## src/verilog/spsc_consts.vh

```
// Constants for the parallel-side control of the 16-bit serdes.
// Assumes inclusion by bare name from every design file of the block.
`ifndef SPSC_CONSTS_VH
`define SPSC_CONSTS_VH

// Word and symbol geometry
`define SPSC_WORD_W       16
`define SPSC_BYTE_W       8
`define SPSC_SYM_W        10
`define SPSC_LINE_W       20
`define SPSC_K_BIT        8
`define SPSC_PAR_BIT      9

// Clock and power-on reset timing
`define SPSC_CLK_NS       40
`define SPSC_POR_NS       1000
`define SPSC_POR_CYC      ((`SPSC_POR_NS + `SPSC_CLK_NS - 1) / `SPSC_CLK_NS)
`define SPSC_POR_CNT_W    6

// Receiver lock: consecutive good words before tracking data
`define SPSC_LOCK_CYC     4'h8
`define SPSC_LOCK_CNT_W   4

// Test pattern: 16-bit LFSR, taps, seed and pass threshold
`define SPSC_PRBS_TAPS    16'hB400
`define SPSC_PRBS_SEED    16'hACE1
`define SPSC_PASS_CNT     4'h4
`define SPSC_PASS_CNT_W   4

`endif

```

## src/verilog/spsc_prbs.v

```verilog
// Test-pattern generator and checker for the parallel-side control.
// Assumes one clock; advance and check strobes come from that clock.
`timescale 1ns/1ps
`include "spsc_consts.vh"

module spsc_prbs (
	input  wire                      clock,
	input  wire                      arst_n,
	input  wire                      advance,
	input  wire                      checkEnable,
	input  wire [`SPSC_WORD_W-1:0]   rxWord,
	input  wire                      rxWordValid,
	output reg  [`SPSC_WORD_W-1:0]   genWord,
	output reg                       pass
);

	// Matches seen in a row, saturating
	reg [`SPSC_PASS_CNT_W-1:0] matchCount;
	// Previous received word, predicts the next
	reg [`SPSC_WORD_W-1:0]     prevRx;

	////////////////////////////////////////////////////////////////////////
	// Sixteen LFSR steps per word, shared by both directions
	function [`SPSC_WORD_W-1:0] prbsNext;
		input [`SPSC_WORD_W-1:0] s;
		integer i;
		reg [`SPSC_WORD_W-1:0] t;
		begin
			t = s;
			for (i = 0; i < `SPSC_WORD_W; i = i + 1)
			begin
				t = {t[`SPSC_WORD_W-2:0], ^(t & `SPSC_PRBS_TAPS)};
			end
			prbsNext = t;
		end
	endfunction

	////////////////////////////////////////////////////////////////////////
	// Generator: free-runs only while words are being sent
	always @(posedge clock or negedge arst_n)
	begin
		if (!arst_n)
			genWord <= `SPSC_PRBS_SEED;
		else if (advance)
			genWord <= prbsNext(genWord);
	end

	////////////////////////////////////////////////////////////////////////
	// Checker: self-seeding, so no alignment with the far generator needed
	always @(posedge clock or negedge arst_n)
	begin
		if (!arst_n)
		begin
			matchCount <= {`SPSC_PASS_CNT_W{1'b0}};
			prevRx     <= {`SPSC_WORD_W{1'b0}};
			pass       <= 1'b0;
		end
		else if (!checkEnable)
		begin
			// Disabled: forget history so a stale pass cannot show
			matchCount <= {`SPSC_PASS_CNT_W{1'b0}};
			pass       <= 1'b0;
		end
		else if (rxWordValid)
		begin
			prevRx <= rxWord;
			// All-zero words would match forever, so they never count
			if (rxWord == prbsNext(prevRx) && rxWord != {`SPSC_WORD_W{1'b0}})
			begin
				if (matchCount != `SPSC_PASS_CNT)
					matchCount <= matchCount + 1'b1;
				pass <= (matchCount >= `SPSC_PASS_CNT - 1'b1);
			end
			else
			begin
				matchCount <= {`SPSC_PASS_CNT_W{1'b0}};
				pass       <= 1'b0;
			end
		end
	end

endmodule // spsc_prbs

```

## src/verilog/spsc_parallel_side.v

```verilog
// Parallel-side pins and mode control of a 16-bit serializer/deserializer.
// Assumes clock is the reference word clock; serial lines carry one
// 20-bit line word (two 10-bit symbols, bit 0 first) per clock.
`timescale 1ns/1ps
`include "spsc_consts.vh"

module spsc_parallel_side (
	input  wire                      clock,
	input  wire                      arst_n,
	input  wire                      deviceEnable,
	input  wire                      lockToRefN,
	input  wire                      loopbackEnable,
	input  wire                      testPatternEnable,
	input  wire [`SPSC_WORD_W-1:0]   txData,
	input  wire                      txKcodeLowByte,
	input  wire                      txKcodeHighByte,
	input  wire [`SPSC_LINE_W-1:0]   serialRxPos,
	input  wire [`SPSC_LINE_W-1:0]   serialRxNeg,
	output reg  [`SPSC_LINE_W-1:0]   serialTxPos,
	output reg  [`SPSC_LINE_W-1:0]   serialTxNeg,
	output reg                       serialTxOe,
	output reg  [`SPSC_WORD_W-1:0]   rxData,
	output reg                       rxDataOe,
	output reg                       rxKcodeLowByte,
	output reg                       rxKcodeHighByte,
	output reg                       rxKcodeOe,
	output reg                       recoveredClock,
	output reg                       recoveredClockOe,
	output reg                       signalDetect
);

	// Power states, one-hot
	localparam [2:0] ST_DOWN = 3'b001;
	localparam [2:0] ST_POR  = 3'b010;
	localparam [2:0] ST_RUN  = 3'b100;

	// Mode pin synchronisers: enable, lock, loopback, test
	reg  [3:0]                 ctlMeta;
	reg  [3:0]                 ctlSync;
	// Serial receive synchronisers
	reg  [`SPSC_LINE_W-1:0]    rxMetaPos;
	reg  [`SPSC_LINE_W-1:0]    rxMetaNeg;
	reg  [`SPSC_LINE_W-1:0]    rxSyncPos;
	reg  [`SPSC_LINE_W-1:0]    rxSyncNeg;
	// Power sequencing
	reg  [2:0]                 state;
	reg  [2:0]                 next_state;
	reg  [`SPSC_POR_CNT_W-1:0] porCount;
	// Receiver lock tracking
	reg  [`SPSC_LOCK_CNT_W-1:0] lockCount;

	// Synchronised mode levels
	wire                       enSync   = ctlSync[3];
	wire                       lockSync = ctlSync[2];
	wire                       loopSync = ctlSync[1];
	wire                       testSync = ctlSync[0];
	wire                       running  = (state == ST_RUN);

	// Receive path selection and decode
	wire [`SPSC_LINE_W-1:0]    rxLine;
	wire                       rxLineOk;
	wire                       symOk;
	wire                       locked;
	wire                       wordStrobe;
	// Test pattern hookup
	wire [`SPSC_WORD_W-1:0]    genWord;
	wire                       patternPass;
	wire [`SPSC_WORD_W-1:0]    txPayload;

	////////////////////////////////////////////////////////////////////////
	// Symbol coding: odd parity, K flag, byte. Stands in for the real
	// line code; it keeps the K/D distinction and a validity check.
	function [`SPSC_SYM_W-1:0] encSym;
		input                    kFlag;
		input [`SPSC_BYTE_W-1:0] dataByte;
		begin
			encSym = {~(^{kFlag, dataByte}), kFlag, dataByte};
		end
	endfunction

	// Symbol is valid when its parity is odd
	function symValid;
		input [`SPSC_SYM_W-1:0] sym;
		begin
			symValid = ^sym;
		end
	endfunction

	////////////////////////////////////////////////////////////////////////
	// Two-stage synchronisers for pins from outside the clock domain
	always @(posedge clock or negedge arst_n)
	begin
		if (!arst_n)
		begin
			ctlMeta   <= 4'h0;
			ctlSync   <= 4'h0;
			rxMetaPos <= {`SPSC_LINE_W{1'b0}};
			rxMetaNeg <= {`SPSC_LINE_W{1'b0}};
			rxSyncPos <= {`SPSC_LINE_W{1'b0}};
			rxSyncNeg <= {`SPSC_LINE_W{1'b0}};
		end
		else
		begin
			ctlMeta   <= {deviceEnable, lockToRefN, loopbackEnable,
				testPatternEnable};
			ctlSync   <= ctlMeta;
			rxMetaPos <= serialRxPos;
			rxMetaNeg <= serialRxNeg;
			rxSyncPos <= rxMetaPos;
			rxSyncNeg <= rxMetaNeg;
		end
	end

	////////////////////////////////////////////////////////////////////////
	// Power state: enable low parks in power-down from any state
	always @*
	begin
		next_state = state;
		case (state)
			ST_DOWN:
				if (enSync)
					next_state = ST_POR;
			ST_POR:
				if (!enSync)
					next_state = ST_DOWN;
				else if (porCount == `SPSC_POR_CYC - 1)
					next_state = ST_RUN;
			ST_RUN:
				if (!enSync)
					next_state = ST_DOWN;
			default:
				next_state = ST_POR;
		endcase
	end

	// State register; reset release enters power-on reset
	always @(posedge clock or negedge arst_n)
	begin
		if (!arst_n)
		begin
			state    <= ST_POR;
			porCount <= {`SPSC_POR_CNT_W{1'b0}};
		end
		else
		begin
			state <= next_state;
			// Counter restarts on every fresh entry into reset
			if (state == ST_POR && next_state == ST_POR)
				porCount <= porCount + 1'b1;
			else
				porCount <= {`SPSC_POR_CNT_W{1'b0}};
		end
	end

	////////////////////////////////////////////////////////////////////////
	// Transmit: pattern generator replaces user data in test mode
	assign txPayload = testSync ? genWord : txData;

	// Word captured every edge while running and sent as one 20-bit line word
	always @(posedge clock or negedge arst_n)
	begin
		if (!arst_n)
		begin
			serialTxPos <= {`SPSC_LINE_W{1'b0}};
			serialTxNeg <= {`SPSC_LINE_W{1'b0}};
			serialTxOe  <= 1'b0;
		end
		else
		begin
			if (running)
			begin
				// Low byte symbol sits in the low bits, sent first
				serialTxPos <= {
					encSym(txKcodeHighByte & ~testSync,
						txPayload[`SPSC_WORD_W-1:`SPSC_BYTE_W]),
					encSym(txKcodeLowByte & ~testSync,
						txPayload[`SPSC_BYTE_W-1:0])};
				serialTxNeg <= ~{
					encSym(txKcodeHighByte & ~testSync,
						txPayload[`SPSC_WORD_W-1:`SPSC_BYTE_W]),
					encSym(txKcodeLowByte & ~testSync,
						txPayload[`SPSC_BYTE_W-1:0])};
			end
			else
			begin
				serialTxPos <= {`SPSC_LINE_W{1'b0}};
				serialTxNeg <= {`SPSC_LINE_W{1'b0}};
			end
			// Driven only when running and not looped back
			serialTxOe <= running & ~loopSync;
		end
	end

	////////////////////////////////////////////////////////////////////////
	// Receive source: own transmit stream in loopback, else the pins
	assign rxLine   = loopSync ? serialTxPos : rxSyncPos;
	// External pair must be truly differential on every bit
	assign rxLineOk = loopSync | (rxSyncPos == ~rxSyncNeg);
	assign symOk    = rxLineOk
		& symValid(rxLine[`SPSC_SYM_W-1:0])
		& symValid(rxLine[`SPSC_LINE_W-1:`SPSC_SYM_W]);
	assign locked   = (lockCount == `SPSC_LOCK_CYC);
	// A word is delivered only while tracking the data stream
	assign wordStrobe = running & lockSync & locked & symOk;

	// Lock tracking; held clear while locked to the reference
	always @(posedge clock or negedge arst_n)
	begin
		if (!arst_n)
			lockCount <= {`SPSC_LOCK_CNT_W{1'b0}};
		else if (!running || !lockSync || !symOk)
			lockCount <= {`SPSC_LOCK_CNT_W{1'b0}};
		else if (!locked)
			lockCount <= lockCount + 1'b1;
	end

	////////////////////////////////////////////////////////////////////////
	// Test pattern generator and checker
	spsc_prbs uPrbs (
		.clock       (clock),
		.arst_n      (arst_n),
		.advance     (running & testSync),
		.checkEnable (testSync),
		.rxWord      ({rxLine[`SPSC_SYM_W+`SPSC_BYTE_W-1:`SPSC_SYM_W],
			rxLine[`SPSC_BYTE_W-1:0]}),
		.rxWordValid (wordStrobe),
		.genWord     (genWord),
		.pass        (patternPass)
	);

	////////////////////////////////////////////////////////////////////////
	// Receive outputs and their enables
	always @(posedge clock or negedge arst_n)
	begin
		if (!arst_n)
		begin
			rxData           <= {`SPSC_WORD_W{1'b0}};
			rxDataOe         <= 1'b0;
			rxKcodeLowByte   <= 1'b0;
			rxKcodeHighByte  <= 1'b0;
			rxKcodeOe        <= 1'b0;
			recoveredClock   <= 1'b0;
			recoveredClockOe <= 1'b0;
		end
		else
		begin
			// Floated in reset, power-down and transmit-only mode
			rxDataOe  <= running & lockSync;
			rxKcodeOe <= running & lockSync;
			// Clock pin is driven low during power-on reset
			recoveredClockOe <= (state == ST_POR) | (running & lockSync);
			// One high cycle per delivered word, data stable with it
			recoveredClock <= wordStrobe;
			if (wordStrobe)
			begin
				rxData <= {rxLine[`SPSC_SYM_W+`SPSC_BYTE_W-1:`SPSC_SYM_W],
					rxLine[`SPSC_BYTE_W-1:0]};
				rxKcodeHighByte <= rxLine[`SPSC_SYM_W + `SPSC_K_BIT];
			end
			// Low K pin doubles as pattern result in test mode
			if (testSync)
				rxKcodeLowByte <= patternPass;
			else if (wordStrobe)
				rxKcodeLowByte <= rxLine[`SPSC_K_BIT];
		end
	end

	////////////////////////////////////////////////////////////////////////
	// Signal detect stays alive in every state, power-down included
	always @(posedge clock or negedge arst_n)
	begin
		if (!arst_n)
			signalDetect <= 1'b0;
		else
			signalDetect <= |(rxSyncPos ^ rxSyncNeg);
	end

endmodule // spsc_parallel_side

```

## config.mk

```make
export PLATFORM = sky130hd
export DESIGN_NAME = spsc_parallel_side
export DESIGN_NICKNAME = d
export VERILOG_FILES = /design/src/verilog/spsc_prbs.v /design/src/verilog/spsc_parallel_side.v
export VERILOG_INCLUDE_DIRS = /design/src /design/src/verilog
export SDC_FILE = /design/constraint.sdc
export NUM_CORES = 1
export LEC_CHECK = 0
export ABC_AREA = 1
export BUFFER_PORTS_ARGS = -buffer_cell sky130_fd_sc_hd__buf_2
export CAP_MARGIN = 5
export CORE_MARGIN = 4
export CORE_UTILIZATION = 57
export CTS_CLUSTER_SIZE = 8
export DETAILED_ROUTE_END_ITERATION = 6
export PLACE_DENSITY = 0.87
export REMOVE_ABC_BUFFERS = 1
export SYNTH_ARGS = -nofsm -noshare
export SYNTH_HDL_FRONTEND = slang
export SYNTH_SLANG_ARGS = --single-unit
export TNS_END_PERCENT = 50
```

## constraint.sdc

```tcl
create_clock -name clock -period 2.9 [get_ports clock]
set_input_delay 0.725 -clock clock [delete_from_list [all_inputs] [get_ports clock]]
set_output_delay 0.725 -clock clock [all_outputs]
set_load 0.02 [all_outputs]
```

==> metrics list, run 1 <==
- The flow ran to the end, and the final reports show no timing, DRC or antenna violations.
* Main area contributors after synthesis: sky130_fd_sc_hd__dfrtp_1, sky130_fd_sc_hd__nand2_1, sky130_fd_sc_hd__xnor2_1
* Pin slew with the least headroom to its limit: approximately 0.79 ns
* Via density per instance: 5.30
- WHS: ~0.21 ns
* Number of distinct library cell variants in the gate-level netlist after synthesis: 40
- After the last flow step, the layout net total stands at ~1200.
- Sequential elements use a little under three fifths of the synthesized area.
- In this run the register-to-register setup slack is between 0.08 and 0.09 ns.
* Via count: between 7000 and 8000
- Dividing the detail-routed wire length by the instance count gives 17.5 um.
- TritonCTS built the clock tree.
- The congestion estimate from routability-driven global placement came to ~0.9.
- Data arrives at the worst endpoint at 3.22 ns.
* Post-synth top area share: between 50% and 60%
* Layout Skew: about 0.014 ns
- Power per Cell Area: between 500 and 600 nW/um^2
- Total negative slack: 0 ns
- EDFF count, synth: 0
- Registers take approximately 5000 um^2.
- Summed over all cells, the static leakage comes to 5.70 nW.
- Endpoints failing hold: 0
- Count of max-cap constraint violations: 0
- Number of DRC markers in iteration 0: 589
- Primary FF master, synth: sky130_fd_sc_hd__dfrtp_1
- CTS root buf: sky130_fd_sc_hd__clkbuf_16
* Startpoint of the most critical register-to-register path: ctlSync[1]
- Proportion of power drawn by the clock network: between 40 and 50%
* I/O Buffers: 127
- Setup violations remaining at the end of the flow were counted as 0.
- The floorplan has 45 rows.
* Inserted Clock Buffers: 29
- Pint: between 0.004 and 0.005 W
* Maximum vdd drop: 463 uV
- Largest driver fanout on the critical path: 10
- Dividing the final minimum period by the clock period gives just under 100%.
- STA classifies the critical path startpoint as a register.
* Yosys warnings: 0
- Area growth syn-to-layout: 23.0%
- At the worst endpoint, the required time is around 3.3 ns.
* Count of clock tree sinks: between 200 and 250
- Share of flip-flops with an asynchronous set or reset after synthesis: 100%
- Timing would allow up to approximately 0.35 GHz.
* Core region area: approximately 15000 um^2
- Flop and latch count out of synthesis: 201
- A synthesized cell averages about 9.3 um^2.
* Pin count of the biggest net entering global routing: 80
* Netlist area before placement: between 8000 and 9000 um^2
* Synthesized instance count: roughly 970
- Hold Path Class: input port to asynchronous set/reset pin
- The first global-routing pass estimated 36.9 mm of wire.
- The clock passes through at most 3 buffers.
* Clock latency at the later pin of the worst-skew pair: approximately 0.54 ns
- Sw power: between 0.0015 and 0.002 W
- Power consumption: 0.00659 W
- Total overflow reported by the global router: 0
- Sequential share of power: between 40 and 50%
* Vias in the first global route: 7289
- After detailed routing, the total wire length is between 20 and 25 mm.
- CTS built an H-tree with a depth of 1.
* Comb pwr share: around 8.4%
- Critical path buffers and inverters: 5
* Global Route Usage Sum: a little over a quarter
- First-pass iteration count of the detailed router: 5
* Count of final max-slew check failures: 0
- The cell family contributing the most delay on the critical path is buffers and inverters.
* Sw Ratio: roughly 24%
- Die height: ~130 um
* Category of the most critical setup path: register to register
- Capturing element type of the critical path: register
- Placed cell count: roughly 1300
- Once the floorplan was initialized, standard cells occupied between 50% and 60% of the core.
- Clock-pin slew was measured on the worst setup and hold paths at roughly 0.050 ns.
- Worst reg2reg endpoint: uPrbs.prevRx[8]
* Cell type contributing the most total cell area after synthesis: sky130_fd_sc_hd__dfrtp_1
- Once detail routing completed, the nets flagged for antenna violations numbered 0.
- Crit path cell chain: buf_12 -> inv_8 -> buf_4 -> or2_1 -> o21ai_2 -> ha_1 -> xnor2_1 -> xnor2_1 -> xor2_1 -> nor2_4 -> nand3_4 -> nor2_4 -> buf_12 -> clkbuf_16 -> nand2_1 -> o21ai_0
- Non-filler instance count after layout: around 1400
- The worst register-to-register path has a depth of 16.
* Total die area: roughly 18000 um^2
- Worst path max stage delay: a little over 0.4 ns
- The number of antenna diodes in the final layout is 0.
- During I/O placement, the number of pins put on the boundary was 128.
- The HPWL after detailed placement is roughly 16 mm.
- From left edge to right edge, the die measures roughly 130 um.
* DRC: 0
- The smallest clock period supported by the final layout is computed as roughly 2.8 ns.
- Fill cells in the final layout number roughly 1100.
- Cell with the biggest individual delay on the critical path: sky130_fd_sc_hd__dfrtp_1
- The multi-input combinational cells in the finished layout cover a total of approximately 3500 um^2.
* Share of layout cells above drive strength 1: around 22%
- Normalized max-slew margin: between 40% and 50%
* Initial antenna violation count: 0
-- per-layer routing --
layer	vias up	track usage, %	share of wire (%)
li1	3319	-	-
met1	3445	32.0	37
met3	105	5.78	9.4
met2	371	44.6	49
met4	0	11.6	5.2
met5	-	0	0
-- flip-flops by register name (all words and copies together) (netlist names) --
name / flops
rxMetaNeg: 20
rxMetaPos: 20
rxSyncNeg: 20
rxSyncPos: 20
serialTxNeg: 20
serialTxPos: 20
rxData: 16
uPrbs.genWord: 16
uPrbs.prevRx: 16
porCount: 6
ctlMeta: 4
ctlSync: 4
lockCount: 4
uPrbs.matchCount: 4
state: 3
recoveredClock: 1
recoveredClockOe: 1
rxKcodeHighByte: 1
rxKcodeLowByte: 1
rxKcodeOe: 1
serialTxOe: 1
signalDetect: 1
uPrbs.pass: 1
-- metrics by stage --
| step | setup WS (ns) | util [%] | instance area [um^2] |
|---|---|---|---|
| after global placement | 0.184 | 64.6 | 9890 |
| final | 0.0828 | 72.3 | 11100 |
| after CTS | 0.0588 | 70.1 | 10700 |
| after detailed placement | 0.0991 | 64.6 | 9890 |
| after global routing | -0.131 | 72.3 | 11100 |
| after floorplan | -0.379 | - | 8810 |
-- power groups by stage --
stage                     clock network, W  logic [W]  registers [W]
final                              0.00308   0.000550        0.00296
after global routing               0.00326   0.000610        0.00296
after CTS                          0.00313   0.000522        0.00296
after detailed placement                 0   0.000506        0.00300
after global placement                   0   0.000489        0.00299
after floorplan                          0   0.000279        0.00300
-- area by class of cell --
class / count / share of cell area, %
multi-input cells: 636 / 31.5
repair buffers: 162 / 9.37
clock inverters: 2 / 0.260
flip-flops and latches: 201 / 45.6
inverters: 102 / 3.55
well taps: 211 / 2.39
clock buffers: 52 / 7.34
-- cells in the final DEF (no fill, tap or decap), drive strengths merged, types with 14 or more instances in the layout --
cell type  Yosys  routed
xor2          52      52
clkbuf        10      56
buf           20     158
nand2        297     297
nand3         32      32
nor2          72      72
o21ai         54      54
dfrtp        192     192
inv          102     103
xnor2         54      54
ha            14      14
-- worst max path at each step --
stage,start,to,slack (ns),cells after the start
global route,ctlSync[1],uPrbs.prevRx[8],-0.13,18
CTS,ctlSync[1],rxData[11],0.06,15
floorplan,ctlSync[1],uPrbs.pass,-0.38,12
global placement,ctlSync[1],rxKcodeLowByte,0.18,15
detailed placement,ctlSync[1],rxData[11],0.1,15
finish,ctlSync[1],uPrbs.prevRx[8],0.08,16
-- repair_timing --
action                     in CTS  in global routing
hold buffers                    0                  0
buffers inserted                0                 14
setup endpoints to repair       0                 36
gates resized for setup         0                 35
-- cell families after synthesis --
group | after synthesis | synth area share, %
and+or+nand+nor | 436 | 20.2
DFF | 201 | 56.0
xor gates and xnor gates | 106 | 10.4
buffers and inverters | 132 | 6.34
adders and majority gates | 14 | 1.95
AOI/OAI and AO/OA | 79 | 4.95
muxes | 1 | 0.111
-- cells in the mapped netlist (3+ instances only) --
cell type                    n
sky130_fd_sc_hd__inv_1      92
sky130_fd_sc_hd__nand4_1     8
sky130_fd_sc_hd__dfrtp_1   192
sky130_fd_sc_hd__xnor2_1    53
sky130_fd_sc_hd__o21ai_2     4
sky130_fd_sc_hd__buf_2       8
sky130_fd_sc_hd__nand2_1   288
sky130_fd_sc_hd__o21ai_1     3
sky130_fd_sc_hd__nor3b_1     3
sky130_fd_sc_hd__buf_4       6
sky130_fd_sc_hd__nor2_4      3
sky130_fd_sc_hd__dfstp_2     9
sky130_fd_sc_hd__buf_6       5
sky130_fd_sc_hd__inv_2       9
sky130_fd_sc_hd__or2_2       6
sky130_fd_sc_hd__a21oi_1    10
sky130_fd_sc_hd__clkbuf_1    8
sky130_fd_sc_hd__nand2_2     8
sky130_fd_sc_hd__ha_1       14
sky130_fd_sc_hd__xor2_1     52
sky130_fd_sc_hd__o21ai_0    47
sky130_fd_sc_hd__nand3_1    30
sky130_fd_sc_hd__nor2_1     68
sky130_fd_sc_hd__nor3_1      9
sky130_fd_sc_hd__o21a_1     12
Note: power is estimated with default switching activity, not from simulation.
==> run 2: changes to the inputs <==
BUFFER_PORTS_ARGS = default   (was -buffer_cell sky130_fd_sc_hd__buf_2)
CORE_UTILIZATION = 58   (was 57)
DONT_BUFFER_PORTS = 1   (was default)
PLACE_DENSITY = 0.82   (was 0.87)
RECOVER_POWER = 50   (was default)
==> metrics list, run 2 (synthesis gave the netlist of run 1 again) <==
- The via count of the routed design was 6530 (-9.8%).
- Category of the most critical setup path: register to register
- The die span in y was 133 um (-0.82%).
- The detailed-route vias per instance was 5.39 (+1.7%).
- The max-capacitance violation count is 0 (unchanged).
* Upper clock frequency limit: 0.360 GHz (+1.3%)
- The static power due to leakage was 5.04 nW (-12%).
* Clock latency at the later pin of the worst-skew pair: 0.53 ns (about the same)
- Pin slew with the least headroom to its limit: 0.581 ns (-0.213 ns)
- The pin count of the biggest net entering global routing was 202 (+150%).
- The core area came to 15200 um^2 (-0.74%).
* Layout Skew: 0.0110 ns (-0.00257 ns)
- Core utilization of the finished layout: 67.0% (-5.3 points)
- Htree depth: 1 (unchanged)
- The number of remaining DRC errors is 0 (unchanged).
- The area of the die was 17600 um^2 (-1.6%).
* Startpoint of the most critical register-to-register path: ctlSync[1]
- Number of DRC markers in iteration 0: 528 (-10%)
- Die Span X: 133 um (-0.82%)
- Tmin final: 2.78 ns (-0.0361 ns)
- Core Rows: 45 (unchanged)
- Most common library cell in the layout ignoring fill and taps: sky130_fd_sc_hd__nand2_1
* Commonest non-fill, non-tap cells in the layout: sky130_fd_sc_hd__nand2_1, sky130_fd_sc_hd__dfrtp_1, sky130_fd_sc_hd__inv_1
- The worst setup path is launched from a register.
- Bufs on Longest Clock Path: 3 (unchanged)
- Drt total wl: 21.3 mm (-11%)
- The peak fanout along the critical path is 33 (+23).
- Crit path DAT: 3.21 ns (about the same)
- Initial antenna violation count: 3 (+3)
- I/O Buffers: 0 (-100%)
- The mean routed wirelength per cell was 17.6 um (+0.62%).
- The total routing resource utilization after global routing is 24.2% (-2.0 points).
- Number of top-level design ports: 128 (unchanged)
- Post-DP HPWL: 15.1 mm (-4.7%)
- Count of nets after finishing: 1077 (-11%)
- Launching element of the worst setup path: ctlSync[1]
- Vias in the first global route: 6666 (-8.5%)
- TritonCTS built the clock tree.
- Setup repair after global routing left no endpoint under its margin.
- First-pass iteration count of the detailed router: 5 (unchanged)
* Outcome: finished, violations left
- Final-report setup violation count: 0 (unchanged)
- Count of clock tree sinks: 201 (unchanged)
- The worst hold path belongs to the class input port to asynchronous set/reset pin.
- Power per Cell Area: 632 nW/um^2 (+6.1%)
- Required time at the endpoint of the critical path: 3.33 ns (+0.03 ns)
- CTS clk-pin slew, worst paths: 0.06 ns (about the same)
- Relative to the synthesized area, the layout overhead comes to 13.1%.
- The number of nets with antenna violations after detailed routing is 0 (unchanged).
* Gpl congestion: 0.925 (+4.1%)
- Total overflow reported by the global router: 0 (unchanged)
* Capturing element type of the critical path: register
* Share of layout cells above drive strength 1: 10.9% (-11 points)
- The max-slew headroom at the worst pin came to 60.9% (+14 points).
- In this run the clock root is driven by a sky130_fd_sc_hd__clkbuf_16.
- The final period utilization was 95.9% (-1.2 points).
* Violated checks: hold timing
- The maximum vdd ir drop is 539 uV (+16%).
- The count of final hold-check violations was 192 (+192).
* Inserted Clock Buffers: 29 (unchanged)
- The global-route wire length before repair was 34.0 mm (-8.0%).
* Count of final max-slew check failures: 0 (unchanged)
- WHS: -0.0960 ns (-0.307 ns)
- The effective utilization at floorplan came to 59.2% (+0.44 points).
* Depth of the worst register-to-register path: 16 (unchanged)
-- run 2: cell count changes in the layout (fill, tap and decap cells not counted), sizes merged --
cell	change
buf	-129
clkbuf	-5
clkinvlp	+1
diode	+3
inv	-1
-- run 2: through the flow --
step	power (W)	cell area, um^2	setup TNS, ns	cells	worst slack, ns
3_5_place_dp	0.00339	9270	0	1154	0.0991
3_3_place_gp	0.00337	9270	0	1154	0.209
6_report	0.00643	10200	0	1212	0.119
5_1_grt	0.00668	10200	0	1211	0.0153
4_1_cts	0.00646	10100	0	1207	0.0730
2_1_floorplan	0.00328	8810	-6.75	939	-0.379
-- run 2: critical path, cell delays in order, from the launching register on --
cell and delay, ns:
sky130_fd_sc_hd__dfrtp_2 0.44, sky130_fd_sc_hd__clkinv_4 0.14, sky130_fd_sc_hd__nand2_1 0.07, sky130_fd_sc_hd__nand2_1 0.14
sky130_fd_sc_hd__inv_1 0.10, sky130_fd_sc_hd__ha_1 0.35, sky130_fd_sc_hd__xnor2_2 0.24, sky130_fd_sc_hd__xnor2_2 0.17
sky130_fd_sc_hd__nor2_1 0.07, sky130_fd_sc_hd__nor2_1 0.08, sky130_fd_sc_hd__nand2_1 0.07, sky130_fd_sc_hd__nor2_2 0.15
sky130_fd_sc_hd__nand3_4 0.15, sky130_fd_sc_hd__nor2_4 0.13, sky130_fd_sc_hd__buf_12 0.19, sky130_fd_sc_hd__nand2_1 0.07
sky130_fd_sc_hd__o21ai_0 0.11
-- run 2: per-layer routing --
metal	vias to the layer above	track usage [%]	wire length, um
met1	3137	29.8	8180
met2	264	41.1	10600
li1	3062	-	-
met5	-	0	13
met3	65	5.93	1680
met4	2	9.76	843
-- run 2: area by class of cell --
cell class                 count  area, um^2
inverter                     102         388
fill                        1142        5020
multi-input combinational    636        3420
tap                          188         235
sequential                   201        5040
clock buffer                  51         818
antenna                        3        7.51
clock inverter                 2        27.5
timing repair buffer          29         241
-- run 2: path summary, 6_finish.rpt --
check                               endpoint  slack [ns]
min in group clock              rxMetaNeg[7]        0.22
setup reg to reg             uPrbs.prevRx[0]        0.12
max in group asynchronous  uPrbs.genWord[13]        2.63
hold reg to reg                rxSyncPos[16]        0.34
hold / removal                    rxData[15]        -0.1
setup / recovery             uPrbs.prevRx[0]        0.12
-- run 2: report_power, final --
part | total, W | switching [W] | internal (W) | leakage, nW
Clock | 0.00306 | 0.00117 | 0.00189 | 0.399
Sequential | 0.00297 | 0.0000648 | 0.00291 | 2.56
Combinational | 0.000400 | 0.000245 | 0.000155 | 2.08
Total | 0.00643 | 0.00148 | 0.00495 | 5.04
-- run 2: repair_timing --
action	4_1_cts	5_1_grt
setup buffers	0	1
gates resized for setup	0	10
endpoints found under the hold margin	192	192
endpoints found under the setup margin	0	34
